--- config.mk ---
export PLATFORM = sky130hd
export DESIGN_NAME = adcct_timing
export DESIGN_NICKNAME = d
export VERILOG_FILES = /design/src/shared/adcct_pkg.sv /design/src/logic/adcct_tick_div.sv /design/src/logic/adcct_timing.sv
export SDC_FILE = /design/constraint.sdc
export NUM_CORES = 1
export LEC_CHECK = 0
export BUFFER_PORTS_ARGS = -buffer_cell sky130_fd_sc_hd__clkbuf_2
export CAP_MARGIN = 30
export CORE_UTILIZATION = 64
export CTS_BUF_LIST = sky130_fd_sc_hd__clkbuf_2
export CTS_CLUSTER_DIAMETER = 150
export CTS_CLUSTER_SIZE = 30
export DETAILED_ROUTE_END_ITERATION = 8
export PLACE_DENSITY_LB_ADDON = 0.25
export SLEW_MARGIN = 10
export SYNTH_ARGS = -nofsm -noshare
export SYNTH_HDL_FRONTEND = slang
export SYNTH_SLANG_ARGS = --single-unit
--- constraint.sdc ---
create_clock -name pclk -period 7.6 [get_ports pclk]
set_input_delay 0.38 -clock pclk [delete_from_list [all_inputs] [get_ports pclk]]
set_output_delay 0.38 -clock pclk [all_outputs]
set_load 0.05 [all_outputs]
--- src/shared/adcct_pkg.sv ---
// Purpose: Constants, types and register map of the converter timing block
// Assumes: pclk is the master clock; 32-bit APB register access
// Notes:   Counts are in basic clock or system clock periods

package adcct_pkg;

    // ----------------------------------------------------------------
    // Bus and register map
    // ----------------------------------------------------------------
    localparam int          ADDR_W      = 12;
    localparam int          DATA_W      = 32;
    localparam logic [11:0] OFS_CTRL    = 12'h000;
    localparam logic [11:0] OFS_STATUS  = 12'h004;
    localparam logic [11:0] OFS_RESULT  = 12'h008;
    localparam logic [11:0] OFS_SYSCTL  = 12'h00C;
    localparam logic [11:0] OFS_INCLK   = 12'h010;

    // Reset values
    localparam logic [15:0] CTRL_RST    = 16'h0004;
    localparam logic        SYSCTL_RST  = 1'h0;
    localparam logic [7:0]  INCLK_RST   = 8'h03;

    // Status field positions
    localparam int          ST_BUSY_BIT = 0;
    localparam int          ST_DONE_BIT = 1;
    localparam int          ST_CAL_BIT  = 2;

    // ----------------------------------------------------------------
    // Timing counts
    // ----------------------------------------------------------------
    localparam logic [7:0]  DIV_SEL0    = 8'h04;
    localparam logic [7:0]  DIV_SEL1    = 8'h02;
    localparam logic [7:0]  DIV_SEL2    = 8'h10;
    localparam logic [7:0]  DIV_SEL3    = 8'h08;
    localparam logic [6:0]  SMP_SEL0    = 7'h08;
    localparam logic [6:0]  SMP_SEL1    = 7'h10;
    localparam logic [6:0]  SMP_SEL2    = 7'h20;
    localparam logic [6:0]  SMP_SEL3    = 7'h40;
    localparam logic [6:0]  CONV10_PC   = 7'h34;
    localparam logic [6:0]  CONV10_NPC  = 7'h28;
    localparam logic [6:0]  CONV8_PC    = 7'h2C;
    localparam logic [6:0]  CONV8_NPC   = 7'h20;
    localparam logic [6:0]  POSTCAL_BC  = 7'h0C;
    localparam logic [6:0]  LOAD_SYS    = 7'h06;
    localparam logic [13:0] CAL_MIN_BC  = 14'h01E4;
    localparam logic [13:0] CAL_MAX_BC  = 14'h2DB0;
    localparam logic [9:0]  CODE_ZERO   = 10'h000;
    localparam logic [9:0]  CODE_FULL   = 10'h3FF;

    // ----------------------------------------------------------------
    // Types
    // ----------------------------------------------------------------
    typedef enum logic [1:0] {
        ST_IDLE,
        ST_SAMPLE,
        ST_CONV,
        ST_LOAD
    } adcct_state_t;

    typedef struct packed {
        logic [1:0] conv_clock_divider_select;
        logic [1:0] sample_time_select;
        logic       improved_clk;
        logic [7:0] rsv;
        logic       post_cal_en;
        logic       res8;
        logic       start;
    } adcct_ctrl_t;

    typedef struct packed {
        logic       below;
        logic       above;
        logic [9:0] code;
    } adcct_sample_t;

endpackage

--- src/logic/adcct_tick_div.sv ---
// Purpose: Enable-pulse divider producing one tick every div input steps
// Assumes: div of zero behaves as one
// Notes:   clr restarts the period so a phase begins on a whole period

`timescale 1ns/10ps
`default_nettype none

module adcct_tick_div #(
    parameter int W = 8
) (
    // Clock and reset
    input  wire logic         pclk,
    input  wire logic         presetn,
    input  wire logic         clk_en,
    // Control
    input  wire logic         step,
    input  wire logic         clr,
    input  wire logic [W-1:0] div,
    // Result
    output wire logic         tick
);

    logic [W-1:0] cnt_q;
    wire  logic [W-1:0] last_w;
    wire  logic         wrap_w;

    // Terminal count, guarding a zero divisor
    assign last_w = (div == '0) ? '0 : div - W'(1);
    assign wrap_w = (cnt_q >= last_w);
    assign tick   = step & wrap_w & ~clr;

    // Step counter
    always_ff @(posedge pclk or negedge presetn) begin
        if (!presetn) begin
            cnt_q <= '0;
        end else if (clk_en) begin
            if (clr || (step && wrap_w)) begin
                cnt_q <= '0;
            end else if (step) begin
                cnt_q <= cnt_q + W'(1);
            end
        end
    end

endmodule

`default_nettype wire

--- src/logic/adcct_timing.sv ---
// Purpose: Converter timing control with APB registers and clock strobes
// Assumes: Analog values arrive as pins from outside the pclk domain
// Notes:   All state freezes while clk_en is low

`timescale 1ns/10ps
`default_nettype none

module adcct_timing
    import adcct_pkg::*;
(
    // Clock, enable, reset
    input  wire logic              pclk,
    input  wire logic              presetn,
    input  wire logic              clk_en,
    // APB slave
    input  wire logic              psel,
    input  wire logic              penable,
    input  wire logic              pwrite,
    input  wire logic [ADDR_W-1:0] paddr,
    input  wire logic [DATA_W-1:0] pwdata,
    output logic      [DATA_W-1:0] prdata,
    output logic                   pready,
    output logic                   pslverr,
    // Analog front end pins
    input  wire logic [9:0]        ain_code,
    input  wire logic              ain_below,
    input  wire logic              ain_above,
    input  wire logic              ref_noisy,
    // Clock strobes and status
    output logic                   cpu_clk_en,
    output logic                   sys_clk_en,
    output logic                   sample_en,
    output logic                   cal_busy
);

    // ----------------------------------------------------------------
    // Pin synchronisers
    // ----------------------------------------------------------------
    adcct_sample_t pin_m_q;
    adcct_sample_t pin_s_q;
    logic          noisy_m_q;
    logic          noisy_s_q;

    // Two stages; only the second stage feeds logic
    always_ff @(posedge pclk or negedge presetn) begin
        if (!presetn) begin
            pin_m_q   <= '0;
            pin_s_q   <= '0;
            noisy_m_q <= 1'b0;
            noisy_s_q <= 1'b0;
        end else if (clk_en) begin
            pin_m_q   <= '{below: ain_below, above: ain_above, code: ain_code};
            pin_s_q   <= pin_m_q;
            noisy_m_q <= ref_noisy;
            noisy_s_q <= noisy_m_q;
        end
    end

    // ----------------------------------------------------------------
    // Registers
    // ----------------------------------------------------------------
    logic [15:0]   ctrl_q;
    logic          halve_q;
    logic [7:0]    inclk_q;
    logic [9:0]    result_q;
    logic          done_q;
    logic          cal_q;
    logic [13:0]   cal_cnt_q;
    adcct_state_t  state_q;
    adcct_state_t  state_d;
    logic [6:0]    cnt_q;
    adcct_sample_t held_q;
    logic          pready_q;
    logic          pslverr_q;
    logic [31:0]   prdata_q;
    logic          cpu_en_q;
    logic          sys_en_q;
    logic          sample_q;

    wire adcct_ctrl_t ctl = adcct_ctrl_t'(ctrl_q);

    // ----------------------------------------------------------------
    // APB decode
    // ----------------------------------------------------------------
    wire logic acc_w    = psel & penable;
    wire logic fire_w   = acc_w & pready_q;
    wire logic wr_w     = fire_w & pwrite;
    wire logic hit_ctl  = (paddr == OFS_CTRL);
    wire logic hit_st   = (paddr == OFS_STATUS);
    wire logic hit_res  = (paddr == OFS_RESULT);
    wire logic hit_sys  = (paddr == OFS_SYSCTL);
    wire logic hit_clk  = (paddr == OFS_INCLK);
    wire logic hit_w    = hit_ctl | hit_st | hit_res | hit_sys | hit_clk;
    wire logic busy_w   = (state_q != ST_IDLE);
    wire logic start_w  = wr_w & hit_ctl & pwdata[0] & ~busy_w;
    wire logic done_clr = wr_w & hit_st & pwdata[ST_DONE_BIT];

    // Read mux; start bit reads as zero
    wire logic [31:0] rd_w =
        hit_ctl ? {16'h0000, ctrl_q[15:1], 1'b0} :
        hit_st  ? {29'h0, cal_q, done_q, busy_w} :
        hit_res ? {22'h0, result_q} :
        hit_sys ? {31'h0, halve_q} :
        hit_clk ? {24'h0, inclk_q} : 32'h0000_0000;

    // One wait state so every answer comes from a flop
    always_ff @(posedge pclk or negedge presetn) begin
        if (!presetn) begin
            pready_q  <= 1'b0;
            pslverr_q <= 1'b0;
            prdata_q  <= 32'h0000_0000;
        end else if (clk_en) begin
            pready_q  <= acc_w & ~pready_q;
            pslverr_q <= acc_w & ~pready_q & ~hit_w;
            prdata_q  <= (acc_w & ~pready_q & ~pwrite) ? rd_w : 32'h0000_0000;
        end
    end

    // Software registers, written at the completing edge only
    always_ff @(posedge pclk or negedge presetn) begin
        if (!presetn) begin
            ctrl_q  <= CTRL_RST;
            halve_q <= SYSCTL_RST;
            inclk_q <= INCLK_RST;
        end else if (clk_en && wr_w) begin
            if (hit_ctl) ctrl_q  <= {pwdata[15:1], 1'b0};
            if (hit_sys) halve_q <= pwdata[0];
            if (hit_clk) inclk_q <= pwdata[7:0];
        end
    end

    // ----------------------------------------------------------------
    // Clock strobes
    // ----------------------------------------------------------------
    wire logic       sys_tick;
    wire logic       bc_tick;
    wire logic [7:0] sys_div_w = halve_q ? 8'h02 : 8'h01;

    // System strobe equals the CPU strobe rate
    adcct_tick_div #(.W(8)) u_sys_div (
        .pclk    (pclk),
        .presetn (presetn),
        .clk_en  (clk_en),
        .step    (1'b1),
        .clr     (1'b0),
        .div     (sys_div_w),
        .tick    (sys_tick)
    );

    // Compatibility encodings, or the free divider in improved mode
    wire logic [7:0] compat_div_w =
        (ctl.conv_clock_divider_select == 2'b00) ? DIV_SEL0 :
        (ctl.conv_clock_divider_select == 2'b01) ? DIV_SEL1 :
        (ctl.conv_clock_divider_select == 2'b10) ? DIV_SEL2 : DIV_SEL3;
    wire logic [7:0] bc_div_w = ctl.improved_clk ? inclk_q + 8'h01 : compat_div_w;

    // Basic clock counts system strobes, restarted at a start
    adcct_tick_div #(.W(8)) u_bc_div (
        .pclk    (pclk),
        .presetn (presetn),
        .clk_en  (clk_en),
        .step    (sys_tick),
        .clr     (start_w),
        .div     (bc_div_w),
        .tick    (bc_tick)
    );

    // Core, bus controller and peripherals share one rate
    always_ff @(posedge pclk or negedge presetn) begin
        if (!presetn) begin
            cpu_en_q <= 1'b0;
            sys_en_q <= 1'b0;
        end else if (clk_en) begin
            cpu_en_q <= sys_tick;
            sys_en_q <= sys_tick;
        end
    end

    // ----------------------------------------------------------------
    // Conversion sequencer
    // ----------------------------------------------------------------
    wire logic [6:0] smp_len_w =
        (ctl.sample_time_select == 2'b00) ? SMP_SEL0 :
        (ctl.sample_time_select == 2'b01) ? SMP_SEL1 :
        (ctl.sample_time_select == 2'b10) ? SMP_SEL2 : SMP_SEL3;
    wire logic [6:0] conv_len_w = ctl.res8 ?
        (ctl.post_cal_en ? CONV8_PC : CONV8_NPC) :
        (ctl.post_cal_en ? CONV10_PC : CONV10_NPC);

    wire logic smp_end  = (state_q == ST_SAMPLE) & bc_tick & (cnt_q == smp_len_w - 7'h01);
    wire logic conv_end = (state_q == ST_CONV) & bc_tick & (cnt_q == conv_len_w - 7'h01);
    wire logic load_end = (state_q == ST_LOAD) & sys_tick & (cnt_q == LOAD_SYS - 7'h01);
    wire logic phase_step = (state_q == ST_LOAD) ? sys_tick : bc_tick;

    // Clamp outside the reference range
    wire logic [9:0] res_code_w = held_q.code & (ctl.res8 ? 10'h3FC : 10'h3FF);
    wire logic [9:0] clamp_w = held_q.below ? CODE_ZERO :
                               held_q.above ? CODE_FULL : res_code_w;

    // Next state: sample, determine, load
    always_comb begin
        state_d = state_q;
        case (state_q)
            ST_IDLE:   if (start_w) state_d = ST_SAMPLE;
            ST_SAMPLE: if (smp_end) state_d = ST_CONV;
            ST_CONV:   if (conv_end) state_d = ST_LOAD;
            ST_LOAD:   if (load_end) state_d = ST_IDLE;
            default:   state_d = ST_IDLE;
        endcase
    end

    // Phase counter restarts on every state change
    always_ff @(posedge pclk or negedge presetn) begin
        if (!presetn) begin
            state_q <= ST_IDLE;
            cnt_q   <= 7'h00;
        end else if (clk_en) begin
            state_q <= state_d;
            if (state_d != state_q) cnt_q <= 7'h00;
            else if (busy_w && phase_step) cnt_q <= cnt_q + 7'h01;
        end
    end

    // Input held at end of sampling; result and flag on the same edge
    always_ff @(posedge pclk or negedge presetn) begin
        if (!presetn) begin
            held_q   <= '0;
            result_q <= CODE_ZERO;
            done_q   <= 1'b0;
            sample_q <= 1'b0;
        end else if (clk_en) begin
            sample_q <= (state_d == ST_SAMPLE);
            if (smp_end) held_q <= pin_s_q;
            if (load_end) result_q <= clamp_w;
            if (load_end) done_q <= 1'b1;
            else if (done_clr) done_q <= 1'b0;
        end
    end

    // ----------------------------------------------------------------
    // Reset calibration
    // ----------------------------------------------------------------
    // Count pauses while converting, so conversions stretch calibration
    wire logic cal_step = cal_q & bc_tick & ~busy_w;
    wire logic cal_end  = cal_step & (cal_cnt_q >= CAL_MIN_BC - 14'h0001) &
                          (~noisy_s_q | (cal_cnt_q >= CAL_MAX_BC - 14'h0001));

    always_ff @(posedge pclk or negedge presetn) begin
        if (!presetn) begin
            cal_q     <= 1'b1;
            cal_cnt_q <= 14'h0000;
        end else if (clk_en) begin
            if (cal_end) cal_q <= 1'b0;
            if (cal_step) cal_cnt_q <= cal_cnt_q + 14'h0001;
        end
    end

    // Outputs straight from flops
    assign prdata     = prdata_q;
    assign pready     = pready_q;
    assign pslverr    = pslverr_q;
    assign cpu_clk_en = cpu_en_q;
    assign sys_clk_en = sys_en_q;
    assign sample_en  = sample_q;
    assign cal_busy   = cal_q;
endmodule

`default_nettype wire

==> results of run 1 <==
## sequential cells by signal (all words and copies together) (netlist names), 2 cells and up
name             cells
cnt_q                7
state_q              2
u_bc_div.cnt_q       8
inclk_q              8
held_q              12
pin_s_q             12
pin_m_q             12
prdata              16
result_q            10
u_sys_div.cnt_q      8
cal_cnt_q           14
ctl                 15
## cell usage after synthesis (6+ instances only)
cell type,instances,area share
sky130_fd_sc_hd__clkbuf_1,16,0.0091
sky130_fd_sc_hd__xnor2_1,17,0.023
sky130_fd_sc_hd__xor2_1,12,0.016
sky130_fd_sc_hd__and3_1,18,0.017
sky130_fd_sc_hd__a222oi_1,7,0.011
sky130_fd_sc_hd__o31ai_1,10,0.011
sky130_fd_sc_hd__mux2_2,63,0.11
sky130_fd_sc_hd__nand3_1,19,0.014
sky130_fd_sc_hd__o21ai_0,17,0.013
sky130_fd_sc_hd__o2bb2ai_1,13,0.017
sky130_fd_sc_hd__inv_1,12,0.0068
sky130_fd_sc_hd__nand2b_1,9,0.0085
sky130_fd_sc_hd__a22o_1,6,0.0079
sky130_fd_sc_hd__and2_1,6,0.0057
sky130_fd_sc_hd__nor2_1,35,0.020
sky130_fd_sc_hd__buf_4,17,0.019
sky130_fd_sc_hd__nand2_1,49,0.028
sky130_fd_sc_hd__ha_1,17,0.032
sky130_fd_sc_hd__dfrtp_1,129,0.49
sky130_fd_sc_hd__a21oi_1,11,0.0083
sky130_fd_sc_hd__nand4_1,14,0.013
## final timing paths
check	to	slack [ns]	from
max in group asynchronous	cal_busy	6.14	presetn
hold / removal	halve_q	0.1	paddr[3]
min in group asynchronous	ctl[3]	0.21	presetn
setup / recovery	cnt_q[5]	2.71	inclk_q[0]
hold reg to reg	done_q	0.51	done_q
setup reg to reg	cnt_q[5]	2.71	inclk_q[0]
## where the power goes
group,switching (mW),leakage (nW),internal [mW]
combinational,0.132,1.68,0.0907
sequential,0.0385,1.77,0.746
clock,0.259,0.138,0.155
total,0.429,3.59,0.991
## repair_timing
action | CTS | global route
hold buffers | 32 | 0
endpoints found under the setup margin | 0 | 0
endpoints found under the hold margin | 86 | 0
## layout make-up
cell class / count / area share
timing repair buffer: 104 / 0.0942
clock inverter: 12 / 0.0172
tap: 133 / 0.0220
clock buffer: 20 / 0.0133
sequential: 133 / 0.442
multi-input combinational: 417 / 0.406
inverter: 12 / 0.00597
## metal layers
layer | vias up | track usage
li1 | 2308 | -
met1 | 2452 | 0.376
met2 | 198 | 0.469
met3 | 37 | 0.0573
met4 | 0 | 0.125
met5 | - | 0
## worst min-delay path: stages
cell	delay, ns
sky130_fd_sc_hd__clkbuf_2	0.13
sky130_fd_sc_hd__nand4_1	0.08
sky130_fd_sc_hd__mux2_2	0.16
## per-stage QoR
stage,worst slack (ns),cell area [µm²]
2_1_floorplan,3.50,6670
3_3_place_gp,3.01,6960
3_5_place_dp,2.79,6990
4_1_cts,2.78,7540
5_1_grt,2.40,7550
6_report,2.71,7550
## cells by family (layout without fill, tap and decap cells)
kind of cell,count (synthesis),count (layout)
adder cells (fa/ha/maj),17,17
AO/OA/AOI/OAI,104,104
flip-flops,133,133
multiplexers,67,67
other,1,16
buffers and inverters,53,148
AND/OR/NAND/NOR,184,184
XOR/XNOR,29,29
## layout by cell type, fill, tap and decap left out, types with 5 or more instances in the layout
master                          Yosys  final
sky130_fd_sc_hd__nand4_1           14     14
sky130_fd_sc_hd__a22o_1             6      6
sky130_fd_sc_hd__clkbuf_2           0     87
sky130_fd_sc_hd__inv_1             12     12
sky130_fd_sc_hd__dfrtp_1          129    129
sky130_fd_sc_hd__o2bb2ai_1         13     13
sky130_fd_sc_hd__conb_1             1     16
sky130_fd_sc_hd__o21ai_0           17     17
sky130_fd_sc_hd__nand2b_1           9      9
sky130_fd_sc_hd__o31ai_1           10     10
sky130_fd_sc_hd__nand2_1           49     49
sky130_fd_sc_hd__nor2_1            35     35
sky130_fd_sc_hd__ha_1              17     17
sky130_fd_sc_hd__a222oi_1           7      7
sky130_fd_sc_hd__nor2b_1            5      5
sky130_fd_sc_hd__a31oi_1            5      5
sky130_fd_sc_hd__mux2_2            63     63
sky130_fd_sc_hd__nand3_1           19     19
sky130_fd_sc_hd__and2_1             6      6
sky130_fd_sc_hd__dlygate4sd3_1      0     32
sky130_fd_sc_hd__xor2_1            12     12
sky130_fd_sc_hd__a21oi_1           11     11
sky130_fd_sc_hd__xnor2_1           17     17
sky130_fd_sc_hd__and3_1            18     18
==> insert_results.sql, run 1 <==
INSERT INTO impl_metrics (metric_group, metric, value, unit) VALUES
('run_status', 'status', 'finished clean', ''),
('sta', 'maximum_achievable_frequency', '0.204', 'GHz'),
('clocking', 'worst_setup_hold_path_clk_slew', '0.18', 'ns'),
('yosys', 'edff_count_synth', '0', ''),
('worst_setup_path', 'cpMaxStageDelayCell', 'sky130_fd_sc_hd__dfstp_2', ''),
('floorplanning', 'dieHeight', '104', 'µm'),
('run', 'max-cap-violations', '0', ''),
('yosys', 'synthesis.area', '6610', 'µm²'),
('route', 'detail_route.drc_violations', '0', ''),
('place', 'numPortBuffers', '68', ''),
('worst_setup_path', 'timing.critical_path.arrival', '5.47', 'ns'),
('yosys', 'post_synth_mux_area_share', '0.113', ''),
('place', 'gpl.final_weighted_congestion', '0.859', ''),
('min_path', 'hold_crit_depth', '3', ''),
('route', 'drt_iter0_drc', '356', ''),
('yosys', 'synthAdderAreaFrac', '0.0322', ''),
('floorplanning', 'ioPinCount', '101', ''),
('cells_and_area', 'n_fill_cell', '650', ''),
('cells_and_area', 'register_area', '3330', 'µm²'),
('yosys', 'asyncSetResetFlopFracSynth', '1.00', ''),
('route', 'detail_route.wirelength', '14400', 'µm'),
('sta', 'maxSlewViolCount', '0', ''),
('cells_and_area', 'post_layout_instance_count_excluding_filler_cells', '831', ''),
('min_path', 'class_of_the_tightest_hold_or_removal_check', 'in -> reg', ''),
('yosys', 'syn-mean-instance-area', '11.2', 'µm²'),
('sta', 'hold_slack', '0.0966', 'ns'),
('route', 'routed_wire_length_per_instance', '17.3', 'µm'),
('power', 'p_total', '1.42', 'mW'),
('yosys', 'main_combinational_cell_family_by_area_after_synthesis', 'simple AND/OR/NAND/NOR gates', ''),
('clocking', 'worstSkewPairLatency', '0.69', 'ns'),
('yosys', 'synth-simple-area-share', '0.147', ''),
('clocking', 'clock_tree.root_cell', 'sky130_fd_sc_hd__clkbuf_2', ''),
('power', 'ir_worst_vdd', '0.000178', 'V'),
('sta', 'tightestPinTransition', '0.819', 'ns'),
('yosys', 'synth_compound_area_frac', '0.123', ''),
('clocking', 'numClockSinks', '133', ''),
('worst_setup_path', 'timing.critical_path.mode_cell', 'sky130_fd_sc_hd__ha_1', ''),
('power', 'power.density_cell_area', '188', 'nW/µm²'),
('power', 'static_leak', '3.59', 'nW'),
('route', 'met2RoutedLength', '7110', 'µm'),
('place', 'detailed_place_hpwl', '10100', 'µm'),
('yosys', 'synthCells', '588', ''),
('cells_and_area', 'area_added_between_synthesis_and_finish', '14.1', '%'),
('floorplanning', 'die_ar', '10700', 'µm²'),
('worst_setup_path', 'worstPathMaxFanout', '8', ''),
('global_routing', 'number_of_antenna_violations_at_the_first_check_in_global_routing', '0', ''),
('route', 'wirelength_met1', '6070', 'µm'),
('sta', 'post-route-period-util', '0.644', ''),
('route', 'wl_met3', '836', 'µm'),
('yosys', 'synthesis.yosys.warnings', '0', ''),
('yosys', 'yosysSeqAreaShare', '0.504', ''),
('global_routing', 'first_pass_grt_wire_length', '24100', 'µm'),
('sta', 'final-hold-violation-count', '0', ''),
('worst_setup_path', 'reg2reg_depth', '16', ''),
('cells_and_area', 'fraction_of_final_layout_cells_with_drive_strength_greater_than_1', '0.256', ''),
('clocking', 'cts_htree_levels', '4', ''),
('sta', 'setup_viol', '0', ''),
('global_routing', 'first_global_vias', '4858', ''),
('clocking', 'cts_repair_resize_count', '0', ''),
('yosys', 'synth_xor_xnor_area_share', '0.0384', ''),
('worst_setup_path', 'crit_required', '8.18', 'ns'),
('floorplanning', 'core_area', '9910', 'µm²'),
('route', 'highest-signal-layer', 'met4', ''),
('worst_setup_path', 'critical-path-top-delay-family', 'compound AO/OA/AOI/OAI gates', ''),
('floorplanning', 'fp-row-count', '36', ''),
('floorplanning', 'starting_density_of_the_core', '0.667', ''),
('route', 'post_route_antenna_net_violation_count', '0', ''),
('worst_setup_path', 'cp_slowest_stage_delay', '0.62', 'ns'),
('clocking', 'cts_tree', 'yes', ''),
('cells_and_area', 'finish.utilization', '0.762', ''),
('clocking', 'cts-buffers-inserted', '17', '');
No activity file was read; power rests on OpenSTA's default activity.
==> run 2: changes to the inputs <==
Settings changed: CORE_UTILIZATION 64 to 59.
Clock period 7.6 ns to 4.8 ns, I/O delays scaled along.
==> run 2 against run 1 <==
  * Sequential share of layout area down 0.47 points
  * Non-clock buffer count up 9
  * Global-route usage down 1.2 points
  * Flip-flop and latch count unchanged
  * First-iteration DRC count up 8.1%
  * Total power up 57%
  * Combinational power up 68%
  * Core utilization down 6.1 points
  * Critical path depth up 1
  * Routed wire length up 1.0%
==> insert_results.sql, run 2 (synthesized netlist as in run 1, its figures left out) <==
INSERT INTO impl_metrics (metric_group, metric, value, unit) VALUES
('sta', 'maximum_achievable_frequency', '0.224', 'GHz'),
('floorplanning', 'fp-row-count', '38', ''),
('worst_setup_path', 'nature_of_the_critical_path_startpoint', 'flip-flop', ''),
('power', 'power.density_cell_area', '293', 'nW/µm²'),
('worst_setup_path', 'timing.critical_path.from', 'inclk_q[0]', ''),
('cells_and_area', 'n_fill_cell', '798', ''),
('cells_and_area', 'fraction_of_final_layout_cells_with_drive_strength_greater_than_1', '0.262', ''),
('route', 'via_per_inst', '5.94', ''),
('sta', 'final.setup.worst_slack', '0.342', 'ns'),
('floorplanning', 'die_ar', '11600', 'µm²'),
('clocking', 'clock_path_buffers', '2', ''),
('global_routing', 'maximum_number_of_pins_on_one_net_before_global_route_repair', '77', ''),
('power', 'p_int', '1.53', 'mW'),
('worst_setup_path', 'ff2ff_setup_slack', '0.34', 'ns'),
('clocking', 'clock_tree.root_cell', 'sky130_fd_sc_hd__clkbuf_2', ''),
('sta', 'finalWorstPathRequiredPeriod', '4.46', 'ns'),
('route', 'vias', '5029', ''),
('global_routing', 'globalRoute.totalOverflow', '0', ''),
('worst_setup_path', 'reg2reg_depth', '17', ''),
('power', 'power.net_switching', '0.699', 'mW'),
('min_path', 'class_of_the_tightest_hold_or_removal_check', 'in -> async', ''),
('worst_setup_path', 'r2r-start', 'inclk_q[0]', ''),
('sta', 'setup_viol', '0', ''),
('power', 'ir_worst_vdd', '0.000224', 'V'),
('place', 'numPortBuffers', '68', ''),
('clocking', 'cts_htree_levels', '4', ''),
('worst_setup_path', 'timing.critical_path.arrival', '5.08', 'ns'),
('worst_setup_path', 'worstPathMaxFanout', '6', ''),
('cells_and_area', 'commonest_cells_after_routing_fill_and_taps_aside', '129 x sky130_fd_sc_hd__dfrtp_1, 85 x sky130_fd_sc_hd__clkbuf_2, 63 x sky130_fd_sc_hd__mux2_2, 49 x sky130_fd_sc_hd__nand2_1, 37 x sky130_fd_sc_hd__dlygate4sd3_1', ''),
('worst_setup_path', 'setup.worst_path.class', 'reg -> reg', ''),
('sta', 'maxSlewHeadroom', '0.454', ''),
('power', 'static_leak', '3.62', 'nW'),
('power', 'share_comb_of_total_power', '0.167', ''),
('worst_setup_path', 'crit_path_end_kind', 'flip-flop', ''),
('cells_and_area', 'finish.utilization', '0.701', ''),
('global_routing', 'globalRouteTotalUtil', '0.276', ''),
('route', 'drt_iter0_drc', '385', ''),
('place', 'placed_standard_cell_area', '7000', 'µm²'),
('cells_and_area', 'design_area', '7630', 'µm²'),
('place', 'detailed_place_hpwl', '10200', 'µm'),
('clocking', 'cts-buffers-inserted', '17', ''),
('worst_setup_path', 'crit_required', '5.42', 'ns'),
('route', 'post_route_antenna_net_violation_count', '0', ''),
('floorplanning', 'core_area', '10900', 'µm²'),
('cells_and_area', 'largest_reg_flops', '16', ''),
('sta', 'fin_worst_skew', '0.0365', 'ns'),
('sta', 'setup-tns-final', '0', 'ns'),
('route', 'detail_route.drc_violations', '0', ''),
('clocking', 'numClockSinks', '133', ''),
('global_routing', 'first_global_vias', '5054', ''),
('power', 'power_frac_clock', '0.277', ''),
('power', 'seq_power_share', '0.556', ''),
('cells_and_area', 'antennaDiodeCount', '0', ''),
('cells_and_area', 'leading_cell_type_in_the_layout_fill_and_taps_excluded', 'sky130_fd_sc_hd__dfrtp_1', ''),
('route', 'routed_wire_length_per_instance', '17.1', 'µm'),
('global_routing', 'number_of_antenna_violations_at_the_first_check_in_global_routing', '0', ''),
('sta', 'post-route-period-util', '0.929', ''),
('floorplanning', 'starting_density_of_the_core', '0.607', ''),
('sta', 'hold_slack', '0.102', 'ns'),
('power', 'netSwitchingFraction', '0.313', ''),
('floorplanning', 'dieHeight', '108', 'µm'),
('sta', 'final-hold-violation-count', '0', ''),
('global_routing', 'first_pass_grt_wire_length', '24200', 'µm'),
('route', 'detail_route.wirelength', '14500', 'µm'),
('sta', 'tightestPinTransition', '0.812', 'ns'),
('run', 'max-cap-violations', '0', ''),
('cells_and_area', 'area_added_between_synthesis_and_finish', '15.4', '%'),
('clocking', 'worstSkewPairLatency', '0.71', 'ns'),
('place', 'gpl.final_weighted_congestion', '0.851', ''),
('place', 'dp_worst_setup_slack', '0.219', 'ns'),
('cells_and_area', 'design.final.nets', '774', ''),
('clocking', 'worst_setup_hold_path_clk_slew', '0.21', 'ns'),
('clocking', 'cts_tree', 'yes', ''),
('floorplanning', 'fp.dieW', '108', 'µm'),
('route', 'dr.pass1.iters', '8', ''),
('sta', 'rsz0062_at_grt', 'false', ''),
('run_status', 'status', 'finished clean', ''),
('sta', 'maxSlewViolCount', '0', ''),
('floorplanning', 'ioPinCount', '101', '');
-- run 2: worst paths after layout --
path,to
worst min-delay path,result_q[2]
worst max register to register,cnt_q[5]
max in group asynchronous,cal_busy
min in group pclk,pslverr
worst max-delay path,cnt_q[5]
worst min register to register,cal_cnt_q[8]
-- run 2: final cells by class --
cell class              instances  area [µm²]  area share
well taps                     140         175      0.0230
repair buffers                113         793       0.104
clock inverters                14         126      0.0166
multi-input cells             417        3070       0.402
flip-flops and latches        133        3330       0.437
clock buffers                  18        90.1      0.0118
inverters                      12        45.0     0.00590
-- run 2: power by group through the flow --
stage | Sequential [mW] | Clock [mW] | Combinational [mW]
2_1_floorplan | 1.25 | 0 | 0.244
3_3_place_gp | 1.26 | 0 | 0.314
3_5_place_dp | 1.26 | 0 | 0.329
4_1_cts | 1.24 | 0.635 | 0.354
5_1_grt | 1.25 | 0.690 | 0.414
6_report | 1.24 | 0.619 | 0.373
-- run 2: metrics by stage --
stage / power [mW] / instances
global placement: 1.57 / 776
finish: 2.23 / 847
detailed placement: 1.59 / 776
global route: 2.36 / 847
CTS: 2.23 / 845
floorplan: 1.49 / 603
-- run 2: repair_timing --
action	CTS	global route
buffers inserted	0	1
hold endpoints to repair	100	0
gates resized for setup	0	2
endpoints found under the setup margin	0	7
hold buffers	37	0
-- run 2: worst max-delay path: stages, from the launching register on --
cell	delay [ns]
sky130_fd_sc_hd__dfstp_2	0.62
sky130_fd_sc_hd__ha_1	0.25
sky130_fd_sc_hd__xnor2_1	0.14
sky130_fd_sc_hd__nand3_1	0.11
sky130_fd_sc_hd__o31a_1	0.14
sky130_fd_sc_hd__nor2_1	0.20
sky130_fd_sc_hd__a31oi_1	0.16
sky130_fd_sc_hd__nand3b_1	0.31
sky130_fd_sc_hd__and2_1	0.22
sky130_fd_sc_hd__ha_1	0.25
sky130_fd_sc_hd__nand2b_1	0.14
sky130_fd_sc_hd__a2111oi_1	0.47
sky130_fd_sc_hd__o211ai_1	0.25
sky130_fd_sc_hd__buf_4	0.22
sky130_fd_sc_hd__o211ai_1	0.08
sky130_fd_sc_hd__nand3_1	0.20
sky130_fd_sc_hd__or3b_2	0.53
sky130_fd_sc_hd__o311ai_4	0.09
-- run 2: metal layers --
| layer | vias to the layer above | part of all wire | global-route usage |
|---|---|---|---|
| li1 | 2332 | - | - |
| met1 | 2464 | 0.43 | 0.361 |
| met2 | 203 | 0.49 | 0.438 |
| met3 | 30 | 0.060 | 0.0690 |
| met4 | 0 | 0.022 | 0.119 |
| met5 | - | 0 | 0 |
==> run 3: changes to the inputs <==
Settings changed: CORE_UTILIZATION 59 to 27.
==> run 3 against run 2 <==
  * Count of clock-buffer cells in the layout is 1 higher
  * Routed wire length is 8.7% higher
  * Worst setup slack worse by 0.016 ns
  * Flip-flop and latch count stayed put
  * Combinational power is 1% higher
  * Clock skew is 0.0057 ns higher
  * Non-clock buffer count is 2 higher
  * Cell count is 22% higher
  * Register-to-register slack worse by 0.02 ns
  * Critical path depth is 1 higher
  * Worst hold slack worse by 0.0097 ns
  * Largest power group unchanged
==> insert_results.sql, run 3 (synthesized netlist as in run 1, its figures left out) <==
INSERT INTO impl_metrics (metric_group, metric, value, unit) VALUES
('worst_setup_path', 'crit_path_cell_trace', 'ha_1, xnor2_1, nand3_1, o31a_1, nor2_1, a31oi_1, nand3b_1, and2_1, ha_1, nand2b_1, a2111oi_0, buf_4, o211ai_1, and3_1, a221oi_4, buf_4, o2bb2a_1, o31ai_2', ''),
('route', 'detail_route.drc_violations', '0', ''),
('clocking', 'cts_tree', 'yes', ''),
('sta', 'fin_worst_skew', '0.0422', 'ns'),
('sta', 'rsz0062_at_grt', 'false', ''),
('route', 'via_per_inst', '4.73', ''),
('place', 'numPortBuffers', '68', ''),
('floorplanning', 'core_area', '23800', 'µm²'),
('clocking', 'numClockSinks', '133', ''),
('route', 'post_route_antenna_net_violation_count', '0', ''),
('cells_and_area', 'design.final.nets', '776', ''),
('cells_and_area', 'area_added_between_synthesis_and_finish', '18.6', '%'),
('clocking', 'cts-buffers-inserted', '17', ''),
('cells_and_area', 'commonest_cells_after_routing_fill_and_taps_aside', '129 x sky130_fd_sc_hd__dfrtp_1, 86 x sky130_fd_sc_hd__clkbuf_2, 63 x sky130_fd_sc_hd__mux2_2, 49 x sky130_fd_sc_hd__nand2_1, 37 x sky130_fd_sc_hd__dlygate4sd3_1', ''),
('cells_and_area', 'n_fill_cell', '2421', ''),
('worst_setup_path', 'timing.critical_path.arrival', '5.11', 'ns'),
('global_routing', 'first_global_vias', '4768', ''),
('floorplanning', 'ioPinCount', '101', ''),
('worst_setup_path', 'nature_of_the_critical_path_startpoint', 'flip-flop', ''),
('route', 'drt_iter0_drc', '326', ''),
('power', 'static_leak', '3.63', 'nW'),
('global_routing', 'maximum_number_of_pins_on_one_net_before_global_route_repair', '57', ''),
('worst_setup_path', 'crit_required', '5.43', 'ns'),
('floorplanning', 'fp-row-count', '56', ''),
('run_status', 'status', 'finished clean', ''),
('run', 'max-cap-violations', '0', ''),
('cells_and_area', 'post_layout_instance_count_excluding_filler_cells', '1031', ''),
('clocking', 'clock_path_buffers', '2', ''),
('route', 'routed_wire_length_per_instance', '15.3', 'µm'),
('global_routing', 'number_of_antenna_violations_at_the_first_check_in_global_routing', '3', ''),
('power', 'power.density_cell_area', '287', 'nW/µm²'),
('worst_setup_path', 'setup.worst_path.class', 'reg -> reg', ''),
('worst_setup_path', 'cpMaxStageDelayCell', 'sky130_fd_sc_hd__dfstp_2', ''),
('sta', 'post-route-period-util', '0.932', ''),
('global_routing', 'globalRoute.totalOverflow', '0', ''),
('min_path', 'class_of_the_tightest_hold_or_removal_check', 'in -> reg', ''),
('worst_setup_path', 'worstPathMaxFanout', '7', ''),
('place', 'dp_cells', '958', ''),
('sta', 'maxSlewHeadroom', '0.401', ''),
('route', 'detail_route.wirelength', '15800', 'µm'),
('cells_and_area', 'largest_reg_flops', '16', ''),
('global_routing', 'first_pass_grt_wire_length', '25300', 'µm'),
('floorplanning', 'fp.dieW', '158', 'µm'),
('power', 'ir_worst_vdd', '0.000109', 'V'),
('place', 'detailed_place_hpwl', '11500', 'µm'),
('global_routing', 'globalRouteTotalUtil', '0.132', ''),
('route', 'vias', '4872', ''),
('cells_and_area', 'finish.utilization', '0.330', ''),
('floorplanning', 'dieHeight', '158', 'µm'),
('cells_and_area', 'fraction_of_final_layout_cells_with_drive_strength_greater_than_1', '0.267', ''),
('sta', 'setup_viol', '0', ''),
('clocking', 'clock_tree.root_cell', 'sky130_fd_sc_hd__clkbuf_2', ''),
('sta', 'tightestPinTransition', '0.897', 'ns'),
('clocking', 'worst_setup_hold_path_clk_slew', '0.23', 'ns'),
('sta', 'maxSlewViolCount', '0', ''),
('floorplanning', 'starting_density_of_the_core', '0.278', ''),
('worst_setup_path', 'cp_slowest_stage_delay', '0.63', 'ns'),
('sta', 'final-hold-violation-count', '0', ''),
('power', 'p_total', '2.25', 'mW'),
('sta', 'finalWorstPathRequiredPeriod', '4.47', 'ns'),
('worst_setup_path', 'crit_path_end_kind', 'flip-flop', ''),
('cells_and_area', 'leading_cell_type_in_the_layout_fill_and_taps_excluded', 'sky130_fd_sc_hd__dfrtp_1', ''),
('floorplanning', 'die_ar', '25100', 'µm²'),
('sta', 'setup-tns-final', '0', 'ns'),
('clocking', 'worstSkewPairLatency', '0.71', 'ns'),
('sta', 'hold_slack', '0.0921', 'ns'),
('clocking', 'post-cts-setup-buffers', '0', ''),
('clocking', 'cts_htree_levels', '4', ''),
('place', 'gpl.final_weighted_congestion', '0.795', ''),
('route', 'dr.pass1.iters', '8', ''),
('sta', 'maximum_achievable_frequency', '0.224', 'GHz');
[run 3: changes by cell type in the layout (fill, tap and decap cells not counted)]
cell                         before  now
sky130_fd_sc_hd__inv_6            4    8
sky130_fd_sc_hd__clkinv_1         2    0
sky130_fd_sc_hd__a2111oi_1        1    0
sky130_fd_sc_hd__buf_16           1    0
sky130_fd_sc_hd__clkbuf_2        85   86
sky130_fd_sc_hd__bufinv_16        1    0
sky130_fd_sc_hd__diode_2          0    3
sky130_fd_sc_hd__buf_4            8   10
sky130_fd_sc_hd__clkinvlp_4       3    0
sky130_fd_sc_hd__buf_2            0    1
sky130_fd_sc_hd__a2111oi_0        0    1
sky130_fd_sc_hd__inv_8            0    1
[run 3: routing by layer]
metal	share of wire	track usage
met5	0	0
met4	0.011	0.0449
met3	0.039	0.0289
met2	0.48	0.213
met1	0.47	0.175
[run 3: report_power, final]
group / switching (mW) / total, mW / internal [mW]
sequential: 0.0607 / 1.24 / 1.18
combinational: 0.214 / 0.378 / 0.164
clock: 0.474 / 0.633 / 0.159
[run 3: path summary, 6_finish.rpt]
| check | slack [ns] | to | cells after the start | start |
|---|---|---|---|---|
| worst max-delay path | 0.33 | cnt_q[6] | 18 | inclk_q[0] |
| worst min-delay path | 0.09 | pslverr | 3 | paddr[4] |
| worst max register to register | 0.33 | cnt_q[6] | 18 | inclk_q[0] |
| worst min register to register | 0.51 | cal_cnt_q[8] | 1 | cal_cnt_q[8] |
| max in group asynchronous | 4.07 | result_q[0] | 3 | presetn |
| min in group asynchronous | 0.14 | pin_m_q[1] | 3 | presetn |
[run 3: cell type report]
| type | count | area, µm² | area share |
|---|---|---|---|
| multi-input combinational | 417 | 3060 | 0.391 |
| antenna | 3 | 7.51 | 0.000957 |
| clock inverter | 13 | 113 | 0.0144 |
| tap | 319 | 399 | 0.0509 |
| clock buffer | 19 | 95.1 | 0.0121 |
| inverter | 12 | 45.0 | 0.00574 |
| timing repair buffer | 115 | 786 | 0.100 |
| sequential | 133 | 3330 | 0.425 |
[run 3: worst max-delay path, delay by kind of cell, from the launching register on]
family,cells,cell delay [ns]
adder cells (fa/ha/maj),2,0.50
AO/OA/AOI/OAI,7,1.51
XOR/XNOR,1,0.14
AND/OR/NAND/NOR,6,1.26
buffers and inverters,2,0.38
flip-flops,1,0.63
[run 3: repair_timing]
item                                   4_1_cts  5_1_grt
endpoints found under the hold margin      173        0
setup endpoints to repair                    0        2
gates resized for setup                      0        1
hold buffers                                38        0
[run 3: per-stage QoR]
stage | setup WS (ns) | area [µm²]
finish | 0.326 | 7840
global route | 0.0149 | 7840
CTS | 0.328 | 7840
detailed placement | 0.372 | 7250
global placement | 0.459 | 7250
floorplan | 0.704 | 6670
